[src/include/gob_pkg.sv]
// package for the output / drive-enable register bank of 40 pads
// assumes a 32-bit apb slave; byte addresses equal printed offsets
package gob_pkg;
    localparam int unsigned GOB_DATA_W = 32;
    localparam int unsigned GOB_HI_W = 8;
    localparam int unsigned GOB_ADDR_W = 8;
    localparam int unsigned GOB_STRAP_W = 6;
    // register byte offsets
    localparam logic [7:0] GOB_OFS_LO_OUT = 8'h04;
    localparam logic [7:0] GOB_OFS_LO_OUT_SET = 8'h08;
    localparam logic [7:0] GOB_OFS_LO_OUT_CLR = 8'h0c;
    localparam logic [7:0] GOB_OFS_HI_OUT = 8'h10;
    localparam logic [7:0] GOB_OFS_HI_OUT_SET = 8'h14;
    localparam logic [7:0] GOB_OFS_HI_OUT_CLR = 8'h18;
    localparam logic [7:0] GOB_OFS_LO_OE = 8'h20;
    localparam logic [7:0] GOB_OFS_LO_OE_SET = 8'h24;
    localparam logic [7:0] GOB_OFS_LO_OE_CLR = 8'h28;
    localparam logic [7:0] GOB_OFS_HI_OE = 8'h2c;
    localparam logic [7:0] GOB_OFS_HI_OE_SET = 8'h30;
    localparam logic [7:0] GOB_OFS_HI_OE_CLR = 8'h34;
    localparam logic [7:0] GOB_OFS_STRAP = 8'h38;
    // reset values
    localparam logic [31:0] GOB_RST_LO = 32'h0000_0000;
    localparam logic [7:0] GOB_RST_HI = 8'h00;
    localparam logic [5:0] GOB_RST_STRAP = 6'h00;
    // strap field positions, bit 5 down to bit 0
    localparam int unsigned GOB_STRAP_TDI_POS = 5;
    localparam int unsigned GOB_STRAP_P0_POS = 4;
    localparam int unsigned GOB_STRAP_P2_POS = 3;
    localparam int unsigned GOB_STRAP_P4_POS = 2;
    localparam int unsigned GOB_STRAP_TDO_POS = 1;
    localparam int unsigned GOB_STRAP_P5_POS = 0;

    // apb request as seen by the slave
    typedef struct packed {
        logic psel;
        logic penable;
        logic pwrite;
        logic [7:0] paddr;
        logic [31:0] pwdata;
    } gob_apb_req_t;

    // how a write changes one target register
    typedef enum logic [1:0] {
        GOB_OP_NONE,
        GOB_OP_WRITE,
        GOB_OP_SET,
        GOB_OP_CLR
    } gob_op_t;
endpackage

[src/rtl/gob_bank.sv]
// output value and drive-enable registers for pads 0..39, apb slave
// assumes synchronous inputs on clk_i; straps are sampled once after reset
// every access is answered after exactly one wait state; a low clock enable
// holds a pending access, so the master simply sees a longer wait
// the pad levels and enables leave straight from flops, so the pad ring sees
// no decode glitches while software rewrites a companion register
//
// Contract
// low output register at 0x04, bit n drives pad n level, pads 0-31.
// write to 0x08 sets low output bits where data is one.
// write to 0x0c clears low output bits where data is one.
// high output register at 0x10, low eight bits drive pads 32-39.
// write to 0x14 sets high output bits where data is one.
// write to 0x18 clears high output bits where data is one.
// low enable register at 0x20, bit n enables pad n driver.
// write to 0x24 sets low enable bits where data is one.
// write to 0x28 clears low enable bits where data is one.
// high enable register at 0x2c controls drivers of pads 32-39.
// write to 0x30 sets high enable bits where data is one.
// write to 0x34 clears high enable bits where data is one.
// strap register at 0x38 shows six latched boot-select pad levels.
// set, clear and direct writes act as one atomic read-modify-write.
`timescale 1ns/10ps
module gob_bank
    import gob_pkg::*;
#(
    parameter int unsigned LO_W = GOB_DATA_W, // pads in the low bank
    parameter int unsigned HI_W = GOB_HI_W // pads in the high bank
) (
    input wire logic clk_i, // system clock, 25 MHz
    input wire logic rst_n_i, // synchronous reset, active low
    input wire logic ce_i, // clock enable, freezes all state when low
    input wire logic psel_i, // apb select
    input wire logic penable_i, // apb access phase
    input wire logic pwrite_i, // apb direction, high is write
    input wire logic [GOB_ADDR_W-1:0] paddr_i, // apb byte address
    input wire logic [31:0] pwdata_i, // apb write data
    output logic [31:0] prdata_o, // apb read data, registered
    output logic pready_o, // apb ready, registered
    output logic pslverr_o, // apb error on unmapped address
    input wire logic strap_tdi_i, // test data input pad level
    input wire logic strap_p0_i, // pad 0 level at boot
    input wire logic strap_p2_i, // pad 2 level at boot
    input wire logic strap_p4_i, // pad 4 level at boot
    input wire logic strap_tdo_i, // test data output pad level
    input wire logic strap_p5_i, // pad 5 level at boot
    output logic [LO_W-1:0] lo_out_o, // pad levels, pads 0-31
    output logic [LO_W-1:0] lo_oe_o, // driver enables, pads 0-31
    output logic [HI_W-1:0] hi_out_o, // pad levels, pads 32-39
    output logic [HI_W-1:0] hi_oe_o // driver enables, pads 32-39
);
    gob_apb_req_t req;
    logic [LO_W-1:0] lo_out_q, lo_out_d, lo_oe_q, lo_oe_d;
    logic [HI_W-1:0] hi_out_q, hi_out_d, hi_oe_q, hi_oe_d;
    logic [GOB_STRAP_W-1:0] strap_q, strap_d;
    logic strap_done_q;
    logic pready_q, pslverr_q;
    logic [31:0] prdata_q;

    assign req = '{psel: psel_i, penable: penable_i, pwrite: pwrite_i, paddr: paddr_i, pwdata: pwdata_i};

    // the slave answers one cycle after the access phase starts; pready_q pulses in the access phase.
    // the access phase with pready_q low is the single cycle where a write lands.
    wire access_w = req.psel && req.penable && !pready_q;
    wire wr_w = access_w && req.pwrite;
    wire rd_w = access_w && !req.pwrite;

    // address decode
    wire hit_lo_out = (req.paddr == GOB_OFS_LO_OUT);
    wire hit_lo_out_set = (req.paddr == GOB_OFS_LO_OUT_SET);
    wire hit_lo_out_clr = (req.paddr == GOB_OFS_LO_OUT_CLR);
    wire hit_hi_out = (req.paddr == GOB_OFS_HI_OUT);
    wire hit_hi_out_set = (req.paddr == GOB_OFS_HI_OUT_SET);
    wire hit_hi_out_clr = (req.paddr == GOB_OFS_HI_OUT_CLR);
    wire hit_lo_oe = (req.paddr == GOB_OFS_LO_OE);
    wire hit_lo_oe_set = (req.paddr == GOB_OFS_LO_OE_SET);
    wire hit_lo_oe_clr = (req.paddr == GOB_OFS_LO_OE_CLR);
    wire hit_hi_oe = (req.paddr == GOB_OFS_HI_OE);
    wire hit_hi_oe_set = (req.paddr == GOB_OFS_HI_OE_SET);
    wire hit_hi_oe_clr = (req.paddr == GOB_OFS_HI_OE_CLR);
    wire hit_strap = (req.paddr == GOB_OFS_STRAP);
    wire mapped_w = hit_lo_out | hit_lo_out_set | hit_lo_out_clr | hit_hi_out | hit_hi_out_set
        | hit_hi_out_clr | hit_lo_oe | hit_lo_oe_set | hit_lo_oe_clr | hit_hi_oe | hit_hi_oe_set
        | hit_hi_oe_clr | hit_strap;

    // one apb access carries one address, so each register sees one op per cycle
    // and set, clear or plain write is a single read-modify-write
    wire [LO_W-1:0] wd_lo = req.pwdata[LO_W-1:0];
    wire [HI_W-1:0] wd_hi = req.pwdata[HI_W-1:0];

    // write strobes for the low output value and its companions
    wire wr_lo_out = wr_w && hit_lo_out;
    wire wr_lo_out_set = wr_w && hit_lo_out_set;
    wire wr_lo_out_clr = wr_w && hit_lo_out_clr;

    // write strobes for the high output value and its companions
    wire wr_hi_out = wr_w && hit_hi_out;
    wire wr_hi_out_set = wr_w && hit_hi_out_set;
    wire wr_hi_out_clr = wr_w && hit_hi_out_clr;

    // write strobes for the low drive enable and its companions
    wire wr_lo_oe = wr_w && hit_lo_oe;
    wire wr_lo_oe_set = wr_w && hit_lo_oe_set;
    wire wr_lo_oe_clr = wr_w && hit_lo_oe_clr;

    // write strobes for the high drive enable and its companions
    wire wr_hi_oe = wr_w && hit_hi_oe;
    wire wr_hi_oe_set = wr_w && hit_hi_oe_set;
    wire wr_hi_oe_clr = wr_w && hit_hi_oe_clr;

    // operation per register; the strobes exclude each other by address,
    // the priority order only keeps the decode free of a don't-care
    wire gob_op_t op_lo_out = wr_lo_out ? GOB_OP_WRITE
        : wr_lo_out_set ? GOB_OP_SET
        : wr_lo_out_clr ? GOB_OP_CLR
        : GOB_OP_NONE;

    wire gob_op_t op_hi_out = wr_hi_out ? GOB_OP_WRITE
        : wr_hi_out_set ? GOB_OP_SET
        : wr_hi_out_clr ? GOB_OP_CLR
        : GOB_OP_NONE;

    wire gob_op_t op_lo_oe = wr_lo_oe ? GOB_OP_WRITE
        : wr_lo_oe_set ? GOB_OP_SET
        : wr_lo_oe_clr ? GOB_OP_CLR
        : GOB_OP_NONE;

    wire gob_op_t op_hi_oe = wr_hi_oe ? GOB_OP_WRITE
        : wr_hi_oe_set ? GOB_OP_SET
        : wr_hi_oe_clr ? GOB_OP_CLR
        : GOB_OP_NONE;

    // next low output value; set and clear touch only the bits written as one,
    // so software may steer single pads without a read first
    always_comb begin
        lo_out_d = lo_out_q;
        case (op_lo_out)
            GOB_OP_WRITE: begin
                lo_out_d = wd_lo;
            end
            GOB_OP_SET: begin
                lo_out_d = lo_out_q | wd_lo;
            end
            GOB_OP_CLR: begin
                lo_out_d = lo_out_q & ~wd_lo;
            end
            default: begin
                lo_out_d = lo_out_q;
            end
        endcase
    end

    // next high output value; bits above the bank width are dropped
    always_comb begin
        hi_out_d = hi_out_q;
        case (op_hi_out)
            GOB_OP_WRITE: begin
                hi_out_d = wd_hi;
            end
            GOB_OP_SET: begin
                hi_out_d = hi_out_q | wd_hi;
            end
            GOB_OP_CLR: begin
                hi_out_d = hi_out_q & ~wd_hi;
            end
            default: begin
                hi_out_d = hi_out_q;
            end
        endcase
    end

    // next low drive enable
    always_comb begin
        lo_oe_d = lo_oe_q;
        case (op_lo_oe)
            GOB_OP_WRITE: begin
                lo_oe_d = wd_lo;
            end
            GOB_OP_SET: begin
                lo_oe_d = lo_oe_q | wd_lo;
            end
            GOB_OP_CLR: begin
                lo_oe_d = lo_oe_q & ~wd_lo;
            end
            default: begin
                lo_oe_d = lo_oe_q;
            end
        endcase
    end

    // next high drive enable; bits above the bank width are dropped
    always_comb begin
        hi_oe_d = hi_oe_q;
        case (op_hi_oe)
            GOB_OP_WRITE: begin
                hi_oe_d = wd_hi;
            end
            GOB_OP_SET: begin
                hi_oe_d = hi_oe_q | wd_hi;
            end
            GOB_OP_CLR: begin
                hi_oe_d = hi_oe_q & ~wd_hi;
            end
            default: begin
                hi_oe_d = hi_oe_q;
            end
        endcase
    end

    // strap levels in register order, bit 5 down to bit 0
    always_comb begin
        strap_d = strap_q;
        strap_d[GOB_STRAP_TDI_POS] = strap_tdi_i;
        strap_d[GOB_STRAP_P0_POS] = strap_p0_i;
        strap_d[GOB_STRAP_P2_POS] = strap_p2_i;
        strap_d[GOB_STRAP_P4_POS] = strap_p4_i;
        strap_d[GOB_STRAP_TDO_POS] = strap_tdo_i;
        strap_d[GOB_STRAP_P5_POS] = strap_p5_i;
    end

    // read data per source, zero-extended to the bus width;
    // the high bank and strap fields read zero above their width
    wire [31:0] rd_lo_out = 32'(lo_out_q);
    wire [31:0] rd_hi_out = 32'(hi_out_q);
    wire [31:0] rd_lo_oe = 32'(lo_oe_q);
    wire [31:0] rd_hi_oe = 32'(hi_oe_q);
    wire [31:0] rd_strap = 32'(strap_q);

    // read mux; write-only registers read as zero
    wire [31:0] rd_mux = hit_lo_out ? rd_lo_out
        : hit_hi_out ? rd_hi_out
        : hit_lo_oe ? rd_lo_oe
        : hit_hi_oe ? rd_hi_oe
        : hit_strap ? rd_strap
        : 32'h0000_0000;

    // apb answer next values; read data is zero outside the ready cycle
    // so a stale word can never be mistaken for a fresh one
    wire pready_d = access_w;
    wire pslverr_d = access_w && !mapped_w;
    wire [31:0] prdata_d = rd_w ? rd_mux : 32'h0000_0000;

    // low output value register, drives the levels of pads 0-31
    always_ff @(posedge clk_i) begin
        if (!rst_n_i) begin
            lo_out_q <= LO_W'(GOB_RST_LO);
        end else if (ce_i) begin
            lo_out_q <= lo_out_d;
        end
    end

    // low drive enable register, reset low so no pad drives before software asks
    always_ff @(posedge clk_i) begin
        if (!rst_n_i) begin
            lo_oe_q <= LO_W'(GOB_RST_LO);
        end else if (ce_i) begin
            lo_oe_q <= lo_oe_d;
        end
    end

    // high output value register, drives the levels of pads 32-39
    always_ff @(posedge clk_i) begin
        if (!rst_n_i) begin
            hi_out_q <= HI_W'(GOB_RST_HI);
        end else if (ce_i) begin
            hi_out_q <= hi_out_d;
        end
    end

    // high drive enable register
    always_ff @(posedge clk_i) begin
        if (!rst_n_i) begin
            hi_oe_q <= HI_W'(GOB_RST_HI);
        end else if (ce_i) begin
            hi_oe_q <= hi_oe_d;
        end
    end

    // strap latch: caught once on the first enabled edge after reset release,
    // so the pads may later be reused as outputs without disturbing it
    always_ff @(posedge clk_i) begin
        if (!rst_n_i) begin
            strap_q <= GOB_RST_STRAP;
            strap_done_q <= 1'b0;
        end else if (ce_i && !strap_done_q) begin
            strap_q <= strap_d;
            strap_done_q <= 1'b1;
        end
    end

    // apb ready, one wait state so every answer leaves a flop
    always_ff @(posedge clk_i) begin
        if (!rst_n_i) begin
            pready_q <= 1'b0;
        end else if (ce_i) begin
            pready_q <= pready_d;
        end
    end

    // apb error, raised with ready for an address that maps to nothing
    always_ff @(posedge clk_i) begin
        if (!rst_n_i) begin
            pslverr_q <= 1'b0;
        end else if (ce_i) begin
            pslverr_q <= pslverr_d;
        end
    end

    // apb read data, held for the ready cycle only
    always_ff @(posedge clk_i) begin
        if (!rst_n_i) begin
            prdata_q <= 32'h0000_0000;
        end else if (ce_i) begin
            prdata_q <= prdata_d;
        end
    end

    // outputs straight from the registers
    assign prdata_o = prdata_q;
    assign pready_o = pready_q;
    assign pslverr_o = pslverr_q;
    assign lo_out_o = lo_out_q;
    assign lo_oe_o = lo_oe_q;
    assign hi_out_o = hi_out_q;
    assign hi_oe_o = hi_oe_q;
endmodule

[config.mk]
export PLATFORM = sky130hd
export DESIGN_NAME = gob_bank
export DESIGN_NICKNAME = d
export VERILOG_FILES = /design/src/include/gob_pkg.sv /design/src/rtl/gob_bank.sv
export SDC_FILE = /design/constraint.sdc
export NUM_CORES = 1
export LEC_CHECK = 0
export ABC_AREA = 1
export BUFFER_PORTS_ARGS = -buffer_cell sky130_fd_sc_hd__buf_2
export CORE_ASPECT_RATIO = 0.9
export CORE_UTILIZATION = 52
export DETAILED_ROUTE_END_ITERATION = 10
export PLACE_DENSITY = 0.89
export SYNTH_ARGS = -nofsm -noshare
export SYNTH_HDL_FRONTEND = slang
export SYNTH_SLANG_ARGS = --single-unit
[constraint.sdc]
create_clock -name clk_i -period 5.3 [get_ports clk_i]
set_clock_uncertainty 0.05 [all_clocks]
set_input_delay 1.325 -clock clk_i [delete_from_list [all_inputs] [get_ports clk_i]]
set_output_delay 1.325 -clock clk_i [all_outputs]
set_load 0.02 [all_outputs]
# Yosys cells after proc, flatten, opt, wreduce, memory -nomap -nowiden
# Index checks and enable logic that the tools add are counted.
# Widths: inputs -> output; s select.
word_totals:
  reg_bits: 121
  inputBits: 52
  out_inout_bits: 114
  word_cells: 108
classes:
  n_eq_ne: 25
  mux: 22
  n_bitwise: 22
  n_reduce_logical: 30
op_table:
  columns: ["operator", "count"]
  rows:
  - ["$pmux 32 s3", 2]
  - ["$mux 32", 4]
  - ["$and 32x32->32", 2]
  - ["$or 32x32->32", 2]
  - ["$eq 8x6->1 const B", 7]
  - ["$pmux 8 s3", 2]
  - ["$not 32->32", 1]
  - ["$eq 8x5->1 const B", 3]
  - ["$mux 2", 12]
  - ["$logic_and 1x1->1", 18]
  - ["$and 8x8->8", 2]
  - ["$eq 2x2->1 const B", 8]
  - ["$eq 8x4->1 const B", 2]
  - ["$or 8x8->8", 2]
  - ["$or 1x1->1", 12]
  - ["$reduce_bool 3->1", 4]
  - ["$eq 2x1->1 const B", 4]
  - ["$eq 8x3->1 const B", 1]
  - ["$mux 8", 1]
  - ["$not 8->8", 1]
  - ["$reduce_and 2->1", 4]
  - ["$mux 6", 1]
  - ["$logic_not 1->1", 4]

# Longest topological paths before layout
logic_depth:
  depth_word: 15
  mapped_depth: 12
  mapped_depth_nobuf: 11

# Worst setup path before layout
# OpenSTA, ideal clock, no wires.
synth_path:
  path_type: "input -> register"
  from: "input paddr_i[7]"
  to: "register lo_out_q[0] (netlist: lo_out_o[0])"
  t_arrival_ps: 2530
  required_time_ps: 5118
  slack_ps: 2588
  path_stages: 9
  cell_sequence: "nor2_4 > nand3_2 > nor2_8 > inv_2 > a21oi_4 > buf_2 > nand2_1 > nand2_1 > a21oi_1"
synth_via:
  elab_chain_cells: 8
  word_cells_on_any_way: 15
  cone_classes: "6 x eq/ne; 4 x mux; 5 x reduce/logical"
synth_rtl:
  columns: ["element", "line_no", "source"]
  rows:
  - ["from (decl)", "gob_bank.sv:36", "input wire logic [GOB_ADDR_W-1:0] paddr_i,"]
  - ["$eq 8x4->1", "gob_bank.sv:71", "wire hit_lo_out_clr = (req.paddr == GOB_OFS_LO_OUT_CLR);"]
  - ["$logic_and 1x1->1", "gob_bank.sv:94", "wire wr_lo_out_clr = wr_w && hit_lo_out_clr;"]
  - ["$mux 2", "gob_bank.sv:115", ": wr_lo_out_clr ? GOB_OP_CLR"]
  - ["$mux 2", "gob_bank.sv:114", ": wr_lo_out_set ? GOB_OP_SET"]
  - ["$mux 2 (*)", "gob_bank.sv:113", "wire gob_op_t op_lo_out = wr_lo_out ? GOB_OP_WRITE"]
  - ["$eq 2x2->1 or $eq 2x1->1 (tied branches)", "gob_bank.sv:137", "case (op_lo_out)"]
  - ["$reduce_bool 3->1 (no source line)", null, null]
  - ["$reduce_and 2->1 (no source line)", null, null]
  - ["to (signal assigned)", "gob_bank.sv:246", "lo_out_q <= LO_W'(GOB_RST_LO);"]
  - ["to (signal assigned)", "gob_bank.sv:248", "lo_out_q <= lo_out_d;"]
  - ["to (decl)", "gob_bank.sv:53", "logic [LO_W-1:0] lo_out_q, lo_out_d, lo_oe_q, lo_oe_d;"]
# Mark *: on every way between the ends. The rest lies on a longest branch, timed or not.
# A chain may end at the register's enable or synchronous reset.

# Worst setup path in the final report
layout_path:
  from: "input paddr_i[1]"
  to: "register lo_out_q[23] (netlist: lo_out_o[23])"
# Same word-level chain as after synthesis.

==> results.md <==
- The post-layout minimum cycle time is 3630 ps.
- For this run, the top clock speed supported by timing is 276 MHz.
- The total DRC errors in the routed layout is 0.
- The later-pin clock latency in the skew report is ~410 ps.
- The power density of the placed cells is between 200 and 300 nW/µm².
- Counting flops and latches in the post-synthesis netlist gives 121.
- The sequential share of the synthesized area is 40.2%.
- The final layout contains routed wiring with a total length of around 18000 µm.
- The run finished with clean final reports.
- The detailed placement HPWL is 12000 µm.
- The area used by sequential logic in the layout is ~2400 µm².
- The cell area after synthesis is 6030 µm².
- The routed length on met2 is around 8200 µm.
- The highest routing layer actually used is met4.
- The die is 115 µm wide.
- In the final layout, the share of cells above drive strength 1 is 21.2%.
- The max-slew violation count is 0.
- VDD sags by at most 0.244 mV.
- The root buffer cell is sky130_fd_sc_hd__clkbuf_16.
- The clock tree from TritonCTS is yes.
- Counting along the longest clock path gives a buffer depth of 2.
- At the pin with the least slew margin, the transition time is 1000 ps.
- The worst hold path belongs to the class reg -> reg.
- The number of buffers inserted to repair setup after CTS is 0.
- The number of nets still failing antenna checks after routing is 0.
- The height of the chip is around 100 µm.
- Buffers inserted during clock tree synthesis total 17.
- The first TritonRoute pass finished after 5 iterations.
- STA classifies the critical path startpoint as an input pin.
- At the end of routability-driven placement, the weighted congestion stood at 0.904.
- The net switching share of the total power is 21.6%.
- The sequential share of power is 41.7%.
- The total I/O pin count is 166.
- The xor and xnor fraction of the mapped netlist area is 0%.
- Of the total power, the clock network draws 53.8%.
- Global routing finished with a remaining overflow of 0.
- After technology mapping, the gate count stands at 913.
- The mux cell area share after synthesis is 0%.
- Max-cap violations in this run came to 0.
- The number of buffers inserted by port buffering is 165.
- In this run the standard cell core region covers about 11000 µm².
- Using the TritonRoute via totals, the vias-per-cell ratio works out to 5.54.
- The final critical-path share of the clock period is 68.4%.
- The post-synth net total is 965.
- The post-route met1 wirelength is 8050 µm.
- After Yosys synthesis, and, or, nand and nor cells account for 36.3% of the synthesized area.
- The synthesized-area fraction occupied by adder cells is 0%.
- For this design, the CTS-stage hold fixing added 0 buffers.
- The worst slew margin relative to its limit is between 30% and 40%.
- In the final design database the tool counted 1104 nets.
- Clock tree synthesis found a total of 121 sinks.
- The data required time of the critical path is roughly 5500 ps.
- The largest driver fanout on the critical path is 36.
- The area enclosed by the die boundary is 12000 µm².
- The combinational share of power is 4.5%.
- The area growth from synthesis to final layout is 23.8%.
- The synthesized area per cell is 6.60 µm².
- The total setup violations reported at the end of the flow is 0.
- The initial antenna violation count came to 0.
- The detailed router's first-iteration violation count is 602.
- Setup repair after global routing left no endpoint under its margin.
- The internal portion of total power is 1.72 mW.
- In the global route stage, overall resource usage came out at 30.8%.
- The total met3 wirelength after detailed routing is about 1700 µm.
- The final number of hold-violating endpoints was 0.
- The initial utilization of the core area, before any placement, comes to 54.6%.
- Gates resized during post-CTS repair numbered 0.
- The unique cell type count in the Yosys netlist is 27.
- STA classifies the critical path endpoint as a register.
- The floorplan has 36 rows.
- The register clock-pin slew on the reported worst setup and hold paths is 50 ps.
- The number of antenna repair diodes is 0.
- The number of warnings issued by yosys is 0.
- Summing all multi-input logic gate instances after layout gives 3090 µm².
- By area, the combinational part of the netlist is dominated by simple AND/OR/NAND/NOR gates.
- CTS built an H-tree with a depth of 4.
- The detailed router placed 6736 vias in this run.
- The first global-routing pass estimated 29300 µm of wire.
- The critical path class is in -> reg.
- The total power after layout is between 2 and 2.5 mW.
- The data arrival time of the worst path is 3850 ps.
- The number of fill cells in the layout is 991.
- After routing, the total negative slack on setup checks comes to 0 ps.
- Entering global routing, the biggest net connects ~70 pins.
- The net switching power of the design is 0.477 mW.
- The leakage power is between 3 and 4 nW.
- The compound-cell area share of the yosys netlist is 14.9%.
- In the final routed layout, each cell accounts on average for between 15 and 20 µm.
- The via count of the first global-routing pass came to around 6k.
## cell usage in the layout (no fill, tap or decap), drive strengths merged, types with 16 or more instances in the layout
master	instances
a22o	24
buf	174
inv	67
nor2	55
clkbuf	23
a21oi	115
nand3	145
nand2	306
o21ai	16
dfxtp	121
## metal layers
layer  GRT usage (%)  up-vias
li1                -     3258
met1            42.1     3072
met2            47.5      368
met3            7.58       38
met4            9.37        0
met5               0        -
## cells by family (layout without fill, tap and decap cells)
| group | Yosys count | count (layout) |
|---|---|---|
| compound gates | 157 | 157 |
| flops | 121 | 121 |
| simple gates | 512 | 512 |
| buf+inv | 123 | 274 |
## synth_stat cells
cell / number / share of area, %
sky130_fd_sc_hd__buf_4: 2 / 0.25
sky130_fd_sc_hd__dfxtp_1: 121 / 40
sky130_fd_sc_hd__nor2_2: 4 / 0.42
sky130_fd_sc_hd__clkinv_1: 1 / 0.062
sky130_fd_sc_hd__nand2_2: 3 / 0.31
sky130_fd_sc_hd__and2b_1: 1 / 0.12
sky130_fd_sc_hd__a21oi_1: 114 / 9.5
sky130_fd_sc_hd__nand2_1: 303 / 19
sky130_fd_sc_hd__buf_2: 18 / 1.5
sky130_fd_sc_hd__o21ai_2: 1 / 0.15
sky130_fd_sc_hd__inv_1: 62 / 3.9
sky130_fd_sc_hd__a21oi_4: 1 / 0.27
sky130_fd_sc_hd__a22o_1: 24 / 3.5
sky130_fd_sc_hd__nor2_1: 47 / 2.9
sky130_fd_sc_hd__o21ai_0: 14 / 1.2
sky130_fd_sc_hd__buf_6: 4 / 0.75
sky130_fd_sc_hd__inv_2: 6 / 0.37
sky130_fd_sc_hd__nor2_4: 3 / 0.56
sky130_fd_sc_hd__nand3_2: 2 / 0.33
sky130_fd_sc_hd__buf_1: 5 / 0.31
sky130_fd_sc_hd__and2_1: 1 / 0.10
sky130_fd_sc_hd__nor2_8: 1 / 0.33
sky130_fd_sc_hd__o21ai_1: 1 / 0.083
sky130_fd_sc_hd__o211ai_1: 2 / 0.25
sky130_fd_sc_hd__clkbuf_1: 25 / 1.6
sky130_fd_sc_hd__nand3_1: 143 / 12
sky130_fd_sc_hd__nand4_1: 4 / 0.42
## metrics by stage
| stage | setup slack [ps] | hold slack, ps | instances | instance area, µm² | utilization, % |
|---|---|---|---|---|---|
| 4_1_cts | 1730 | 413 | 1216 | 7460 | 67.6 |
| 3_3_place_gp | 1400 | 397 | 1185 | 6850 | 62.1 |
| 6_report | 1670 | 411 | 1216 | 7460 | 67.6 |
| 3_5_place_dp | 1330 | 405 | 1185 | 6850 | 62.1 |
| 2_1_floorplan | 2590 | 385 | 913 | 6030 | - |
| 5_1_grt | 1450 | 433 | 1216 | 7460 | 67.6 |
## critical path, stage by stage
cell and delay (ps):
sky130_fd_sc_hd__buf_2 110, sky130_fd_sc_hd__nor2_2 190, sky130_fd_sc_hd__nand3_2 170, sky130_fd_sc_hd__nor2_8 420, sky130_fd_sc_hd__inv_2 250, sky130_fd_sc_hd__a21oi_4 660, sky130_fd_sc_hd__buf_4 450, sky130_fd_sc_hd__nand2_1 110
sky130_fd_sc_hd__nand2_1 70, sky130_fd_sc_hd__a21oi_1 50
## area by class of cell
type                       instances  share of cell area, %
clock buffer                      23                   6.54
multi-input combinational        669                   41.4
tap                              152                   2.55
sequential                       121                   32.5
timing repair buffer             174                   12.0
inverter                          69                   3.49
clock inverter                     8                   1.58
## state kept, by name, summed over array words and instances, names as in the netlist
register,count
lo_oe_o,32
lo_out_o,32
prdata_o,32
hi_oe_o,8
hi_out_o,8
strap_q,6
pready_o,1
pslverr_o,1
strap_done_q,1
## final timing paths
check,start,endpoint,slack (ps),cells after the start
max reg2reg,pready_o$_SDFFE_PN0P_,lo_out_o[23]$_SDFFE_PN0P_,2760,9
max,paddr_i[1],lo_out_o[23]$_SDFFE_PN0P_,1670,10
min,prdata_o[24]$_SDFFE_PN0P_,prdata_o[24]$_SDFFE_PN0P_,410,2
min reg2reg,prdata_o[24]$_SDFFE_PN0P_,prdata_o[24]$_SDFFE_PN0P_,410,2
## power groups by stage
stage | logic (mW) | clock network (mW) | registers [mW]
3_5_place_dp | 0.0971 | 0 | 0.937
2_1_floorplan | 0.0494 | 0 | 0.938
6_report | 0.0992 | 1.18 | 0.919
5_1_grt | 0.108 | 1.23 | 0.919
4_1_cts | 0.0976 | 1.18 | 0.919
3_3_place_gp | 0.0954 | 0 | 0.938
Note: power is estimated with default switching activity, not from simulation.
